### src/design/uad_consts.svh
// Constants for the address-detecting serial receiver: register indices,
// field positions, reset values and bit-time tick counts.
// Assumes inclusion by bare name from the design files.
`ifndef UAD_CONSTS_SVH
`define UAD_CONSTS_SVH

`define UAD_ADDR_W          3
`define UAD_DATA_W          8
`define UAD_CHAR_W          9

`define UAD_IDX_BAUD_CTRL   3'h0
`define UAD_IDX_RX_DATA     3'h1
`define UAD_IDX_RX_STAT     3'h2
`define UAD_IDX_DIV_LOW     3'h3
`define UAD_IDX_DIV_HIGH    3'h4
`define UAD_IDX_TX_STAT     3'h5
`define UAD_IDX_INT_STAT    3'h6
`define UAD_IDX_INT_MASK    3'h7

`define UAD_RX_PORT_EN      7
`define UAD_RX_NINE_SEL     6
`define UAD_RX_SINGLE_EN    5
`define UAD_RX_CONT_EN      4
`define UAD_RX_ADDR_DET     3
`define UAD_RX_FRAME_ERR    2
`define UAD_RX_OVERRUN      1
`define UAD_RX_NINTH_BIT    0

`define UAD_TX_CLK_SRC      7
`define UAD_TX_NINE_SEL     6
`define UAD_TX_SYNC_MODE    4
`define UAD_TX_HIGH_SPEED   2
`define UAD_TX_SHIFT_EMPTY  1

`define UAD_BC_RX_IDLE      6
`define UAD_BC_WIDE_DIV     3

`define UAD_INT_RX_CHAR     0
`define UAD_INT_OVERRUN     1

`define UAD_RST_BYTE        8'h00
`define UAD_FIFO_DEPTH      2'h2
`define UAD_TICKS_FAST      7'h04
`define UAD_TICKS_MID       7'h10
`define UAD_TICKS_SLOW      7'h40

`endif

### src/design/uad_pkg.sv
// Types shared by the address-detecting serial receiver.
// Assumes the constants header is compiled alongside.
package uad_pkg;
  typedef logic [2:0] uad_addr_t;
  typedef logic [7:0] uad_byte_t;
  typedef logic [8:0] uad_char_t;
  typedef enum logic [3:0]
  {
    RX_IDLE  = 4'b0001,
    RX_START = 4'b0010,
    RX_DATA  = 4'b0100,
    RX_STOP  = 4'b1000
  } uad_rx_state_t;
endpackage

### src/design/uad_baud_gen.sv
// Baud divisor counter: one-cycle tick every divisor+1 clocks (divisor[7:0]+1 with wideDiv clear).
// Assumes a synchronous clear while the serial port is disabled.
`timescale 1ns/1ps
`include "uad_consts.svh"
module uad_baud_gen
(
  input  wire logic        core_clk,
  input  wire logic        sys_rst,
  input  wire logic [15:0] divisor,
  input  wire logic        wideDiv,
  output logic             baudTick
);
  import uad_pkg::*;

  logic [15:0] countReg;
  logic [15:0] reloadVal;

  assign reloadVal = wideDiv ? divisor : {8'h00, divisor[7:0]};

  always_ff @(posedge core_clk)
  begin
    if (sys_rst)
    begin
      countReg <= 16'h0000;
      baudTick <= 1'b0;
    end
    else
    begin
      baudTick <= (countReg == 16'h0000);
      countReg <= (countReg == 16'h0000) ? reloadVal : countReg - 16'h0001;
    end
  end
endmodule // uad_baud_gen

### src/design/uad_rx_frame.sv
// Character framer: start check at mid bit, data LSB first, stop check.
// Assumes a pin already synchronous to core_clk and a baud tick pulse.
`timescale 1ns/1ps
`include "uad_consts.svh"
module uad_rx_frame
(
  input  wire logic             core_clk,
  input  wire logic             sys_rst,
  input  wire logic             baudTick,
  input  wire logic             rxPin,
  input  wire logic             rxEnable,
  input  wire logic             nineBit,
  input  wire logic [6:0]       bitTicks,
  output logic                  charValid,
  output uad_pkg::uad_char_t    charData,
  output logic                  charFerr,
  output logic                  rxIdle
);
  import uad_pkg::*;

  uad_rx_state_t stateReg;
  logic [6:0]    tickReg;
  logic [3:0]    bitReg;
  uad_char_t     shiftReg;
  logic          bitDone;

  assign bitDone = baudTick && (tickReg == bitTicks - 7'h01);
  assign rxIdle  = (stateReg == RX_IDLE);

  always_ff @(posedge core_clk)
  begin
    if (sys_rst)
    begin
      stateReg  <= RX_IDLE;
      tickReg   <= 7'h00;
      bitReg    <= 4'h0;
      shiftReg  <= 9'h000;
      charValid <= 1'b0;
      charData  <= 9'h000;
      charFerr  <= 1'b0;
    end
    else
    begin
      charValid <= 1'b0;
      if (baudTick)
        tickReg <= bitDone ? 7'h00 : tickReg + 7'h01;
      case (stateReg)
        RX_IDLE:
        begin
          tickReg <= 7'h00;
          if (rxEnable && !rxPin)
            stateReg <= RX_START;
        end
        RX_START:
        begin
          if (baudTick && tickReg == (bitTicks >> 1) - 7'h01)
          begin
            tickReg  <= 7'h00;
            bitReg   <= 4'h0;
            stateReg <= rxPin ? RX_IDLE : RX_DATA;
          end
        end
        RX_DATA:
        begin
          if (bitDone)
          begin
            shiftReg <= {rxPin, shiftReg[8:1]};
            bitReg   <= bitReg + 4'h1;
            if (bitReg == (nineBit ? 4'h8 : 4'h7))
              stateReg <= RX_STOP;
          end
        end
        RX_STOP:
        begin
          if (bitDone)
          begin
            charValid <= 1'b1;
            charFerr  <= !rxPin;
            charData  <= nineBit ? shiftReg : {1'b0, shiftReg[8:1]};
            stateReg  <= RX_IDLE;
          end
        end
        default:
          stateReg <= RX_IDLE;
      endcase
    end
  end
endmodule // uad_rx_frame

### src/design/uad_top.sv
// Serial receiver with 9-bit address detection and its register file.
// Assumes a single-cycle register port and a line level sync to core_clk.
//
// Notes on behaviour
// RULE1: Address mode flags only ninth-bit-one characters
// RULE2: Interrupt request only with receive enable set (irq is intStatReg masked by intMaskReg only, not gated by portEn)
// RULE3: Software enables interrupts before enabling reception
// RULE4: Ninth bit reads one during address mode
// RULE5: Clearing continuous receive clears overrun flag
// RULE6: Address mode off: every character buffered, flagged
// RULE7: Software follows the documented setup order
// RULE8: Software reads status before data byte
// RULE9: Transmit width bit selects nine or eight
// RULE10: Clock source matters only in synchronous mode
// RULE11: Software keeps synchronous mode clear here
// RULE12: Ninth-bit-zero characters dropped in address mode
// RULE13: Software clears address mode before next stop
// RULE14: Two-deep buffer; third character sets overrun
// RULE15: Available flag read-only, set while unread
// RULE16: Data read pops top, exposes next status
`timescale 1ns/1ps
`include "uad_consts.svh"
module uad_top
(
  input  wire logic              core_clk,
  input  wire logic              sys_rst,
  input  wire uad_pkg::uad_addr_t regAddr,
  input  wire uad_pkg::uad_byte_t regWrData,
  input  wire logic              regWrStb,
  input  wire logic              regRdStb,
  output uad_pkg::uad_byte_t     regRdData,
  input  wire logic              rxPin,
  output logic                   rxAvailable,
  output logic                   irq,
  output logic                   txNineBit,
  output logic                   syncClkMaster
);
  import uad_pkg::*;

  uad_byte_t  baudCtrlReg;
  uad_byte_t  rxCtrlReg;
  uad_byte_t  txCtrlReg;
  uad_byte_t  divLowReg;
  uad_byte_t  divHighReg;
  logic [1:0] intStatReg;
  logic [1:0] intStatNext;
  logic [1:0] intMaskReg;
  logic       overrunReg;
  logic [1:0] countReg;
  uad_char_t  slotData [2];
  logic       slotFerr [2];

  logic       portEn;
  logic       contEn;
  logic       addrDet;
  logic       nineSel;
  logic       unitRst;
  logic       baudTick;
  logic [6:0] bitTicks;
  logic       charValid;
  uad_char_t  charData;
  logic       charFerr;
  logic       rxIdle;
  logic       wrHit;
  logic       popReq;
  logic       accepted;
  logic       pushReq;
  logic [1:0] wrIdx;
  logic       ovrSet;
  logic       topNinth;

  assign portEn  = rxCtrlReg[`UAD_RX_PORT_EN];
  assign contEn  = rxCtrlReg[`UAD_RX_CONT_EN];
  assign addrDet = rxCtrlReg[`UAD_RX_ADDR_DET];
  assign nineSel = rxCtrlReg[`UAD_RX_NINE_SEL];
  assign unitRst = sys_rst || !portEn;
  assign wrHit   = regWrStb;

  // Bit time in baud ticks from the speed and width selects
  always_comb
  begin
    if (baudCtrlReg[`UAD_BC_WIDE_DIV] && txCtrlReg[`UAD_TX_HIGH_SPEED])
      bitTicks = `UAD_TICKS_FAST;
    else if (baudCtrlReg[`UAD_BC_WIDE_DIV] || txCtrlReg[`UAD_TX_HIGH_SPEED])
      bitTicks = `UAD_TICKS_MID;
    else
      bitTicks = `UAD_TICKS_SLOW;
  end

  uad_baud_gen u_baud
  (
    .core_clk (core_clk),
    .sys_rst  (unitRst),
    .divisor  ({divHighReg, divLowReg}),
    .wideDiv  (baudCtrlReg[`UAD_BC_WIDE_DIV]),
    .baudTick (baudTick)
  );

  // Reception halts while overrun stands
  uad_rx_frame u_frame
  (
    .core_clk  (core_clk),
    .sys_rst   (unitRst),
    .baudTick  (baudTick),
    .rxPin     (rxPin),
    .rxEnable  (contEn && !overrunReg), // RULE14
    .nineBit   (nineSel),
    .bitTicks  (bitTicks),
    .charValid (charValid),
    .charData  (charData),
    .charFerr  (charFerr),
    .rxIdle    (rxIdle)
  );

  // Control registers
  always_ff @(posedge core_clk)
  begin
    if (sys_rst)
    begin
      baudCtrlReg <= `UAD_RST_BYTE;
      rxCtrlReg   <= `UAD_RST_BYTE;
      txCtrlReg   <= `UAD_RST_BYTE;
      divLowReg   <= `UAD_RST_BYTE;
      divHighReg  <= `UAD_RST_BYTE;
      intMaskReg  <= 2'h0;
    end
    else if (wrHit)
    begin
      case (regAddr)
        `UAD_IDX_BAUD_CTRL: baudCtrlReg <= regWrData;
        `UAD_IDX_RX_STAT:   rxCtrlReg   <= regWrData;
        `UAD_IDX_TX_STAT:   txCtrlReg   <= regWrData;
        `UAD_IDX_DIV_LOW:   divLowReg   <= regWrData;
        `UAD_IDX_DIV_HIGH:  divHighReg  <= regWrData;
        `UAD_IDX_INT_MASK:  intMaskReg  <= regWrData[1:0];
        default:            intMaskReg  <= intMaskReg;
      endcase
    end
  end

  // Transmit width and synchronous clock role decoded for the transmitter
  always_ff @(posedge core_clk)
  begin
    if (sys_rst)
    begin
      txNineBit     <= 1'b0;
      syncClkMaster <= 1'b0;
    end
    else
    begin
      txNineBit     <= txCtrlReg[`UAD_TX_NINE_SEL]; // RULE9
      syncClkMaster <= txCtrlReg[`UAD_TX_SYNC_MODE] && txCtrlReg[`UAD_TX_CLK_SRC]; // RULE10
    end
  end

  // Buffer admission: address mode with nine-bit reception keeps only ninth-bit-one characters
  assign accepted = !(addrDet && nineSel) || charData[8]; // RULE12 RULE6
  assign popReq   = regRdStb && (regAddr == `UAD_IDX_RX_DATA) && (countReg != 2'h0); // RULE16
  assign pushReq  = charValid && accepted && !overrunReg && portEn;
  assign wrIdx    = countReg - {1'b0, popReq};
  assign ovrSet   = pushReq && (wrIdx == `UAD_FIFO_DEPTH) && contEn; // RULE14

  always_ff @(posedge core_clk)
  begin
    if (unitRst)
      countReg <= 2'h0;
    else if (pushReq && !ovrSet)
      countReg <= wrIdx + 2'h1; // RULE1 RULE6
    else
      countReg <= wrIdx;
  end

  genvar gi;
  generate
    for (gi = 0; gi < 2; gi = gi + 1)
    begin : g_slot
      always_ff @(posedge core_clk)
      begin
        if (unitRst)
        begin
          slotData[gi] <= 9'h000;
          slotFerr[gi] <= 1'b0;
        end
        else if (pushReq && !ovrSet && wrIdx == gi)
        begin
          slotData[gi] <= charData;
          slotFerr[gi] <= charFerr;
        end
        else if (popReq && gi == 0)
        begin
          slotData[gi] <= slotData[1]; // RULE16
          slotFerr[gi] <= slotFerr[1];
        end
      end
    end
  endgenerate

  // Overrun: cleared by dropping continuous receive or the port enable
  always_ff @(posedge core_clk)
  begin
    if (unitRst || !contEn)
      overrunReg <= 1'b0; // RULE5
    else if (ovrSet)
      overrunReg <= 1'b1; // RULE14
  end

  assign rxAvailable = portEn && (countReg != 2'h0); // RULE15 RULE1
  assign topNinth    = addrDet ? 1'b1 : slotData[0][8]; // RULE4

  // Sticky events, write one to clear, a new event wins
  always_comb
  begin
    intStatNext = intStatReg;
    if (wrHit && regAddr == `UAD_IDX_INT_STAT)
      intStatNext = intStatReg & ~regWrData[1:0];
    if (pushReq && !ovrSet)
      intStatNext[`UAD_INT_RX_CHAR] = 1'b1;
    if (ovrSet)
      intStatNext[`UAD_INT_OVERRUN] = 1'b1;
  end

  always_ff @(posedge core_clk)
  begin
    if (sys_rst)
      intStatReg <= 2'h0;
    else
      intStatReg <= intStatNext;
  end

  assign irq = |(intStatReg & intMaskReg); // RULE2

  // Read data, valid the cycle after the strobe
  always_ff @(posedge core_clk)
  begin
    if (sys_rst)
      regRdData <= `UAD_RST_BYTE;
    else if (regRdStb)
    begin
      case (regAddr)
        `UAD_IDX_BAUD_CTRL: regRdData <= {1'b0, rxIdle, 2'h0, baudCtrlReg[`UAD_BC_WIDE_DIV], 3'h0};
        `UAD_IDX_RX_DATA:   regRdData <= slotData[0][7:0];
        `UAD_IDX_RX_STAT:   regRdData <= {rxCtrlReg[7:3], slotFerr[0], overrunReg, topNinth}; // RULE4
        `UAD_IDX_DIV_LOW:   regRdData <= divLowReg;
        `UAD_IDX_DIV_HIGH:  regRdData <= divHighReg;
        `UAD_IDX_TX_STAT:   regRdData <= {txCtrlReg[7:2], 1'b1, txCtrlReg[0]};
        `UAD_IDX_INT_STAT:  regRdData <= {6'h00, intStatReg};
        `UAD_IDX_INT_MASK:  regRdData <= {6'h00, intMaskReg};
        default:            regRdData <= `UAD_RST_BYTE;
      endcase
    end
    else
      regRdData <= `UAD_RST_BYTE;
  end
endmodule // uad_top

### config.mk
export PLATFORM = sky130hd
export DESIGN_NAME = uad_top
export DESIGN_NICKNAME = d
export VERILOG_FILES = /design/src/design/uad_pkg.sv /design/src/design/uad_baud_gen.sv /design/src/design/uad_rx_frame.sv /design/src/design/uad_top.sv
export VERILOG_INCLUDE_DIRS = /design/src /design/src/design
export SDC_FILE = /design/constraint.sdc
export NUM_CORES = 1
export LEC_CHECK = 0
export ABC_AREA = 1
export BUFFER_PORTS_ARGS = -buffer_cell sky130_fd_sc_hd__buf_2
export CAP_MARGIN = 20
export CORE_MARGIN = 2
export CORE_UTILIZATION = 45
export CTS_CLUSTER_DIAMETER = 80
export DETAILED_ROUTE_END_ITERATION = 7
export RECOVER_POWER = 50
export SYNTH_ARGS = -nofsm -noshare
export SYNTH_HDL_FRONTEND = slang
export SYNTH_SLANG_ARGS = --single-unit
### constraint.sdc
create_clock -name core_clk -period 2.81 [get_ports core_clk]
set_clock_uncertainty 0.1 [all_clocks]
set_input_delay 0.562 -clock core_clk [delete_from_list [all_inputs] [get_ports core_clk]]
set_output_delay 0.562 -clock core_clk [all_outputs]
set_load 0.02 [all_outputs]
* Word level (Yosys, flattened, before mapping) *
Memory sizes are Yosys's and may differ from the RTL's.
Index checks and enable logic that the tools add are counted.

storage, ports and cells
  RAM bits = 20
  memories = 2
  output and inout port bits = 12
  register bits after elaboration = 105
  bits of input ports = 16
  word-level logic and storage cells = 157

memories
  memory    depth  width  rd ports  clocked after memory_dff  write ports  RTL line       source
  slotData  2      9      2         0                         2            uad_top.sv:50  uad_char_t slotData [2];
  slotFerr  2      1      2         0                         2            uad_top.sv:51  logic slotFerr [2];

operators by class
  bitwise logic cells = 11
  add/subtract/negate cells = 7
  eq/ne operators = 21
  reduce and logical (&&, ||, !) cells = 49
  multiplexer cells = 45

operators with widths
  cell                                                                     count
  8-bit case mux with 8 select lines                                       1
  9-bit two-way mux                                                        4
  7-bit two-way mux                                                        5
  16-bit two-way mux                                                       2
  4-bit two-way mux                                                        8
  1-bit logical AND                                                        19
  1-bit two-way mux                                                        19
  16-bit logical NOT                                                       1
  4-bit case mux with 4 select lines                                       1
  2-bit AND reduction                                                      8
  16-bit by 1-bit subtractor with 16-bit output, second input constant     1
  7-bit == test                                                            2
  7-bit case mux with 2 select lines                                       1
  3-bit == test, second input constant                                     4
  2-bit by 1-bit inequality test with 1-bit output, second input constant  5
  4-bit case mux with 2 select lines                                       1
  2-bit nonzero test                                                       4
  7-bit by 1-bit adder with 7-bit output, second input constant            1
  6-bit by 1-bit subtractor with 7-bit output, second input constant       1
  7-bit by 1-bit subtractor with 7-bit output, second input constant       1
  3-bit by 2-bit == test with 1-bit output, second input constant          2
  1-bit logical NOT                                                        6
  1-bit OR                                                                 6
  2-bit OR reduction                                                       3
  other kinds (21)                                                         27

* Depth between registers and ports, before layout *
  word-level depth = 16
  depth in mapped cells = 14
  gate-level depth less buffers = 14

* By module *
From an unflattened synthesis, not the netlist that was laid out.

second synthesis, totals
  cell total of the unflattened synthesis = 836
  area total of the unflattened synthesis = 6,122.1 sq um

modules (own cells, without submodules)
  module        area an instance (sq um)  cells each  times used  sequential area each (sq um)
  uad_top       2,957.8                   378         1           1,521.5
  uad_rx_frame  2,072.0                   299         1           700.7
  uad_baud_gen  1,092.3                   159         1           340.3

* Worst setup path before layout *
OpenSTA, ideal clock, no wires.

  kind = input to register
  start = input regAddr[1]
  end = memory slotData[0][0] (netlist name), enable pin
  path slack = 0.322 ns
  required time = 2.361 ns
  data arrival time = 2.039 ns
  library setup time = 0.349 ns
  buffers on the path = 0
  stages = 11
  cell sequence = inv_1 -> nand3_1 -> nor3_1 -> ha_1 -> nand2_1 -> inv_1 -> nand2_1 -> nor2_1 -> nor2_1 -> nand2_1 -> nand3_1

RTL lines
  item                RTL line       source
  start: declaration  uad_top.sv:27  input wire uad_pkg::uad_addr_t regAddr,
  end: declaration    uad_top.sv:50

==> results.toml <==
[layout]
postLayoutCoreUtil_pct = 52.9
post_layout_nonfiller_instances = 916
mostFrequentLayoutCell = "nand2_1"
layout.cells.most_common_list = "131 x nand2_1, 102 x inv_1, 98 x dfxtp_1"
diodes = 0
drive_gt1_share_pct = 8.06
layout-area-overhead-vs-synth_pct = 16.0
finalNetCount = 777

[critical_path]
critPathMaxFanout = 10
worst_ep_required_time_ps = 2990
path_delay_family = "simple AND/OR/NAND/NOR gates"
startpoint_kind_of_the_worst_setup_timing_path = "input port"
timing.critical_path.to_type = "flip-flop"
critical_path.slowest_cell = "nor2_2"
cp_data_arrival_time_ps = 2610
worst_path_most_repeated_cell = "nand2_1"
worstPathBufferInverterCount = 3
path_cells = "clkbuf_1 > inv_1 > nand3_1 > nor3_1 > ha_1 > nand2_1 > inv_1 > nand2_1 > nor2_1 > nor2_1 > nand2_1 > nor2_2 > nand2_1 > nand2_1"
critical_path_class = "input port to flip-flop"
critical-path-max-stage-delay_ps = 320

[power_and_ir_drop]
power.density_cell_area_nw_per_um2 = 656
vdd_ir_drop_max_mv = 0.349
leakage_power_total_nw = 2.51
report.power.total_mw = 4.11

[timing]
timing.final.crit_share_pct = 86.3
holdWs_ps = 325
setup_viol = 0
layout_min_cycle_time_ps = 2420
slew_headroom_pct = 31.8
rsz0062_at_grt = "no"
tightestPinTransition_ps = 1020
max_slew_violation_total_from_the_final_report = 0
maxClockFrequency_mhz = 412
tns_ps = 0
finalHoldViolCount = 0

[global_routing]
grt_pass1_vias = 4558
grt.overflow.total = 0
grt_pass1_wl_microns = 21400
initial_antenna_violation_count = 0
grt_max_degree = 31
global_route.usage.total_pct = 21.2

[placed_design]
hpwlAfterDp_microns = 9490
dp.cells = 884
portBuffers = 27
gpl.final_weighted_congestion = 0.867

[floorplan]
die_w_microns = 114
boundaryPins = 28
num_rows = 40
floorplan.core_area_sq_um = 11900
fp.dieArea_sq_um = 12900
starting_density_pct = 45.6
die_boundary_height_microns = 114

[yosys]
synth.distinct_cells = 36
postSynthNetCount = 743
synth.avg_cell_area_sq_um = 7.49
syn_area_sq_um = 5410
synth_sequential_area_ratio_pct = 47.4
synth_async_sr_flop_share_pct = 0
postSynthCellCount = 722
synth_seq_cells = 118
yosysWarnings = 0
synth_enable_flop_cells = 20
postSynth.topFlopCell = "dfxtp_1"

[route]
drt-vias-per-instance = 5.21
routed_wirelength_microns = 12900
drt-initial-drc-count = 320
routedWlPerCell_microns = 14.0
drt_pre_antenna_iters = 5
drc = 0
via_count = 4774
drtAntennaViolNets = 0

[clock_network]
post_cts_repair_resize_count = 0
max-clock-path-buffers = 2
clock_tree_from_tritoncts = "done"
clock_latency_ps = 410
clock_tree.root_cell = "clkbuf_16"
cts_htree_levels = 4
tritoncts_num_sinks = 118
cts_inserted_buffers = 17
post_cts_setup_bufs = 0
cts_hold_repair.buffers = 0
cts.clk_slew.worst_paths_ps = 60

[outcome]
status = "completed"

[flow_run]
maxCapViolCount = 0

[hold_path]
hold_class = "flip-flop to flip-flop"
-- kinds of logic after synthesis --
family | count (synthesis) | share of synthesized area [%]
AO/OA/AOI/OAI | 181 | 17.8
XOR/XNOR | 14 | 2.27
adder cells (fa/ha/maj) | 5 | 1.16
buffers and inverters | 125 | 9.04
flip-flops | 118 | 47.4
AND/OR/NAND/NOR | 279 | 22.4
-- per-stage QoR --
step	area, sq um	worst slack, ps
2_1_floorplan	5410	322
3_3_place_gp	5710	85.5
4_1_cts	6310	433
6_report	6270	386
3_5_place_dp	5710	0.890
5_1_grt	6270	71.1
-- cell type report --
| type | instances | area (sq um) |
|---|---|---|
| multi-input cells | 479 | 2340 |
| clock buffers | 23 | 478 |
| repair buffers | 35 | 188 |
| fillers | 1141 | 5590 |
| clock inverters | 9 | 125 |
| inverters | 105 | 394 |
| well taps | 147 | 184 |
| flip-flops and latches | 118 | 2560 |
-- state kept, by name, summed over array words and instances (netlist names), 2 cells and up --
register / count
slotFerr: 2
u_baud.countReg: 16
u_frame.stateReg: 4
u_frame.tickReg: 7
u_frame.bitReg: 4
u_frame.shiftReg: 9
slotData: 18
intMaskReg: 2
u_frame.charData: 9
intStatReg: 2
countReg: 2
regRdData: 8
divHighReg: 8
txCtrlReg: 7
rxCtrlReg: 5
divLowReg: 8
-- cell usage after synthesis, types with 4 or more instances --
cell      instances  share of area (%)
o22ai_1          11                1.3
nor2_1           69                4.8
ha_1              5                1.2
buf_2             7               0.65
clkbuf_1         10               0.69
a21oi_1          79                7.3
nand2_1         130                9.0
edfxtp_1         20                 11
a31oi_1           4               0.46
dfxtp_1          98                 36
nand4_1           8               0.93
xor2_1            9                1.5
o21ai_0          67                6.2
nor3_1           14                1.3
nand3_1          43                4.0
a211oi_1          5               0.69
xnor2_1           5               0.81
o21ai_1           9               0.83
inv_1           101                7.0
-- worst paths after layout --
check	from	endpoint	slack, ps	cells past startpoint
worst max-delay path	regAddr[2]	slotData[0][2]	390	14
worst min-delay path	u_baud.countReg[0]	u_baud.countReg[0]	320	1
worst max register to register	countReg[1]	slotData[0][2]	460	12
worst min register to register	u_baud.countReg[0]	u_baud.countReg[0]	320	1
-- routing by layer --
layer / vias up / part of all wire [%] / wire length [microns] / track usage [%]
met4: 0 / 1.8 / 234 / 9.11
met2: 128 / 45 / 5840 / 33.4
li1: 2454 / - / - / -
met5: - / 0 / 0 / 0
met3: 23 / 5.7 / 729 / 5.42
met1: 2169 / 47 / 6050 / 27.7
-- where the power goes --
group	switching (mW)	internal (mW)	total, mW
combinational	0.104	0.0421	0.146
sequential	0.0140	1.74	1.75
clock	0.755	1.46	2.21
total	0.872	3.24	4.11
No activity file was read; power rests on OpenSTA's default activity.
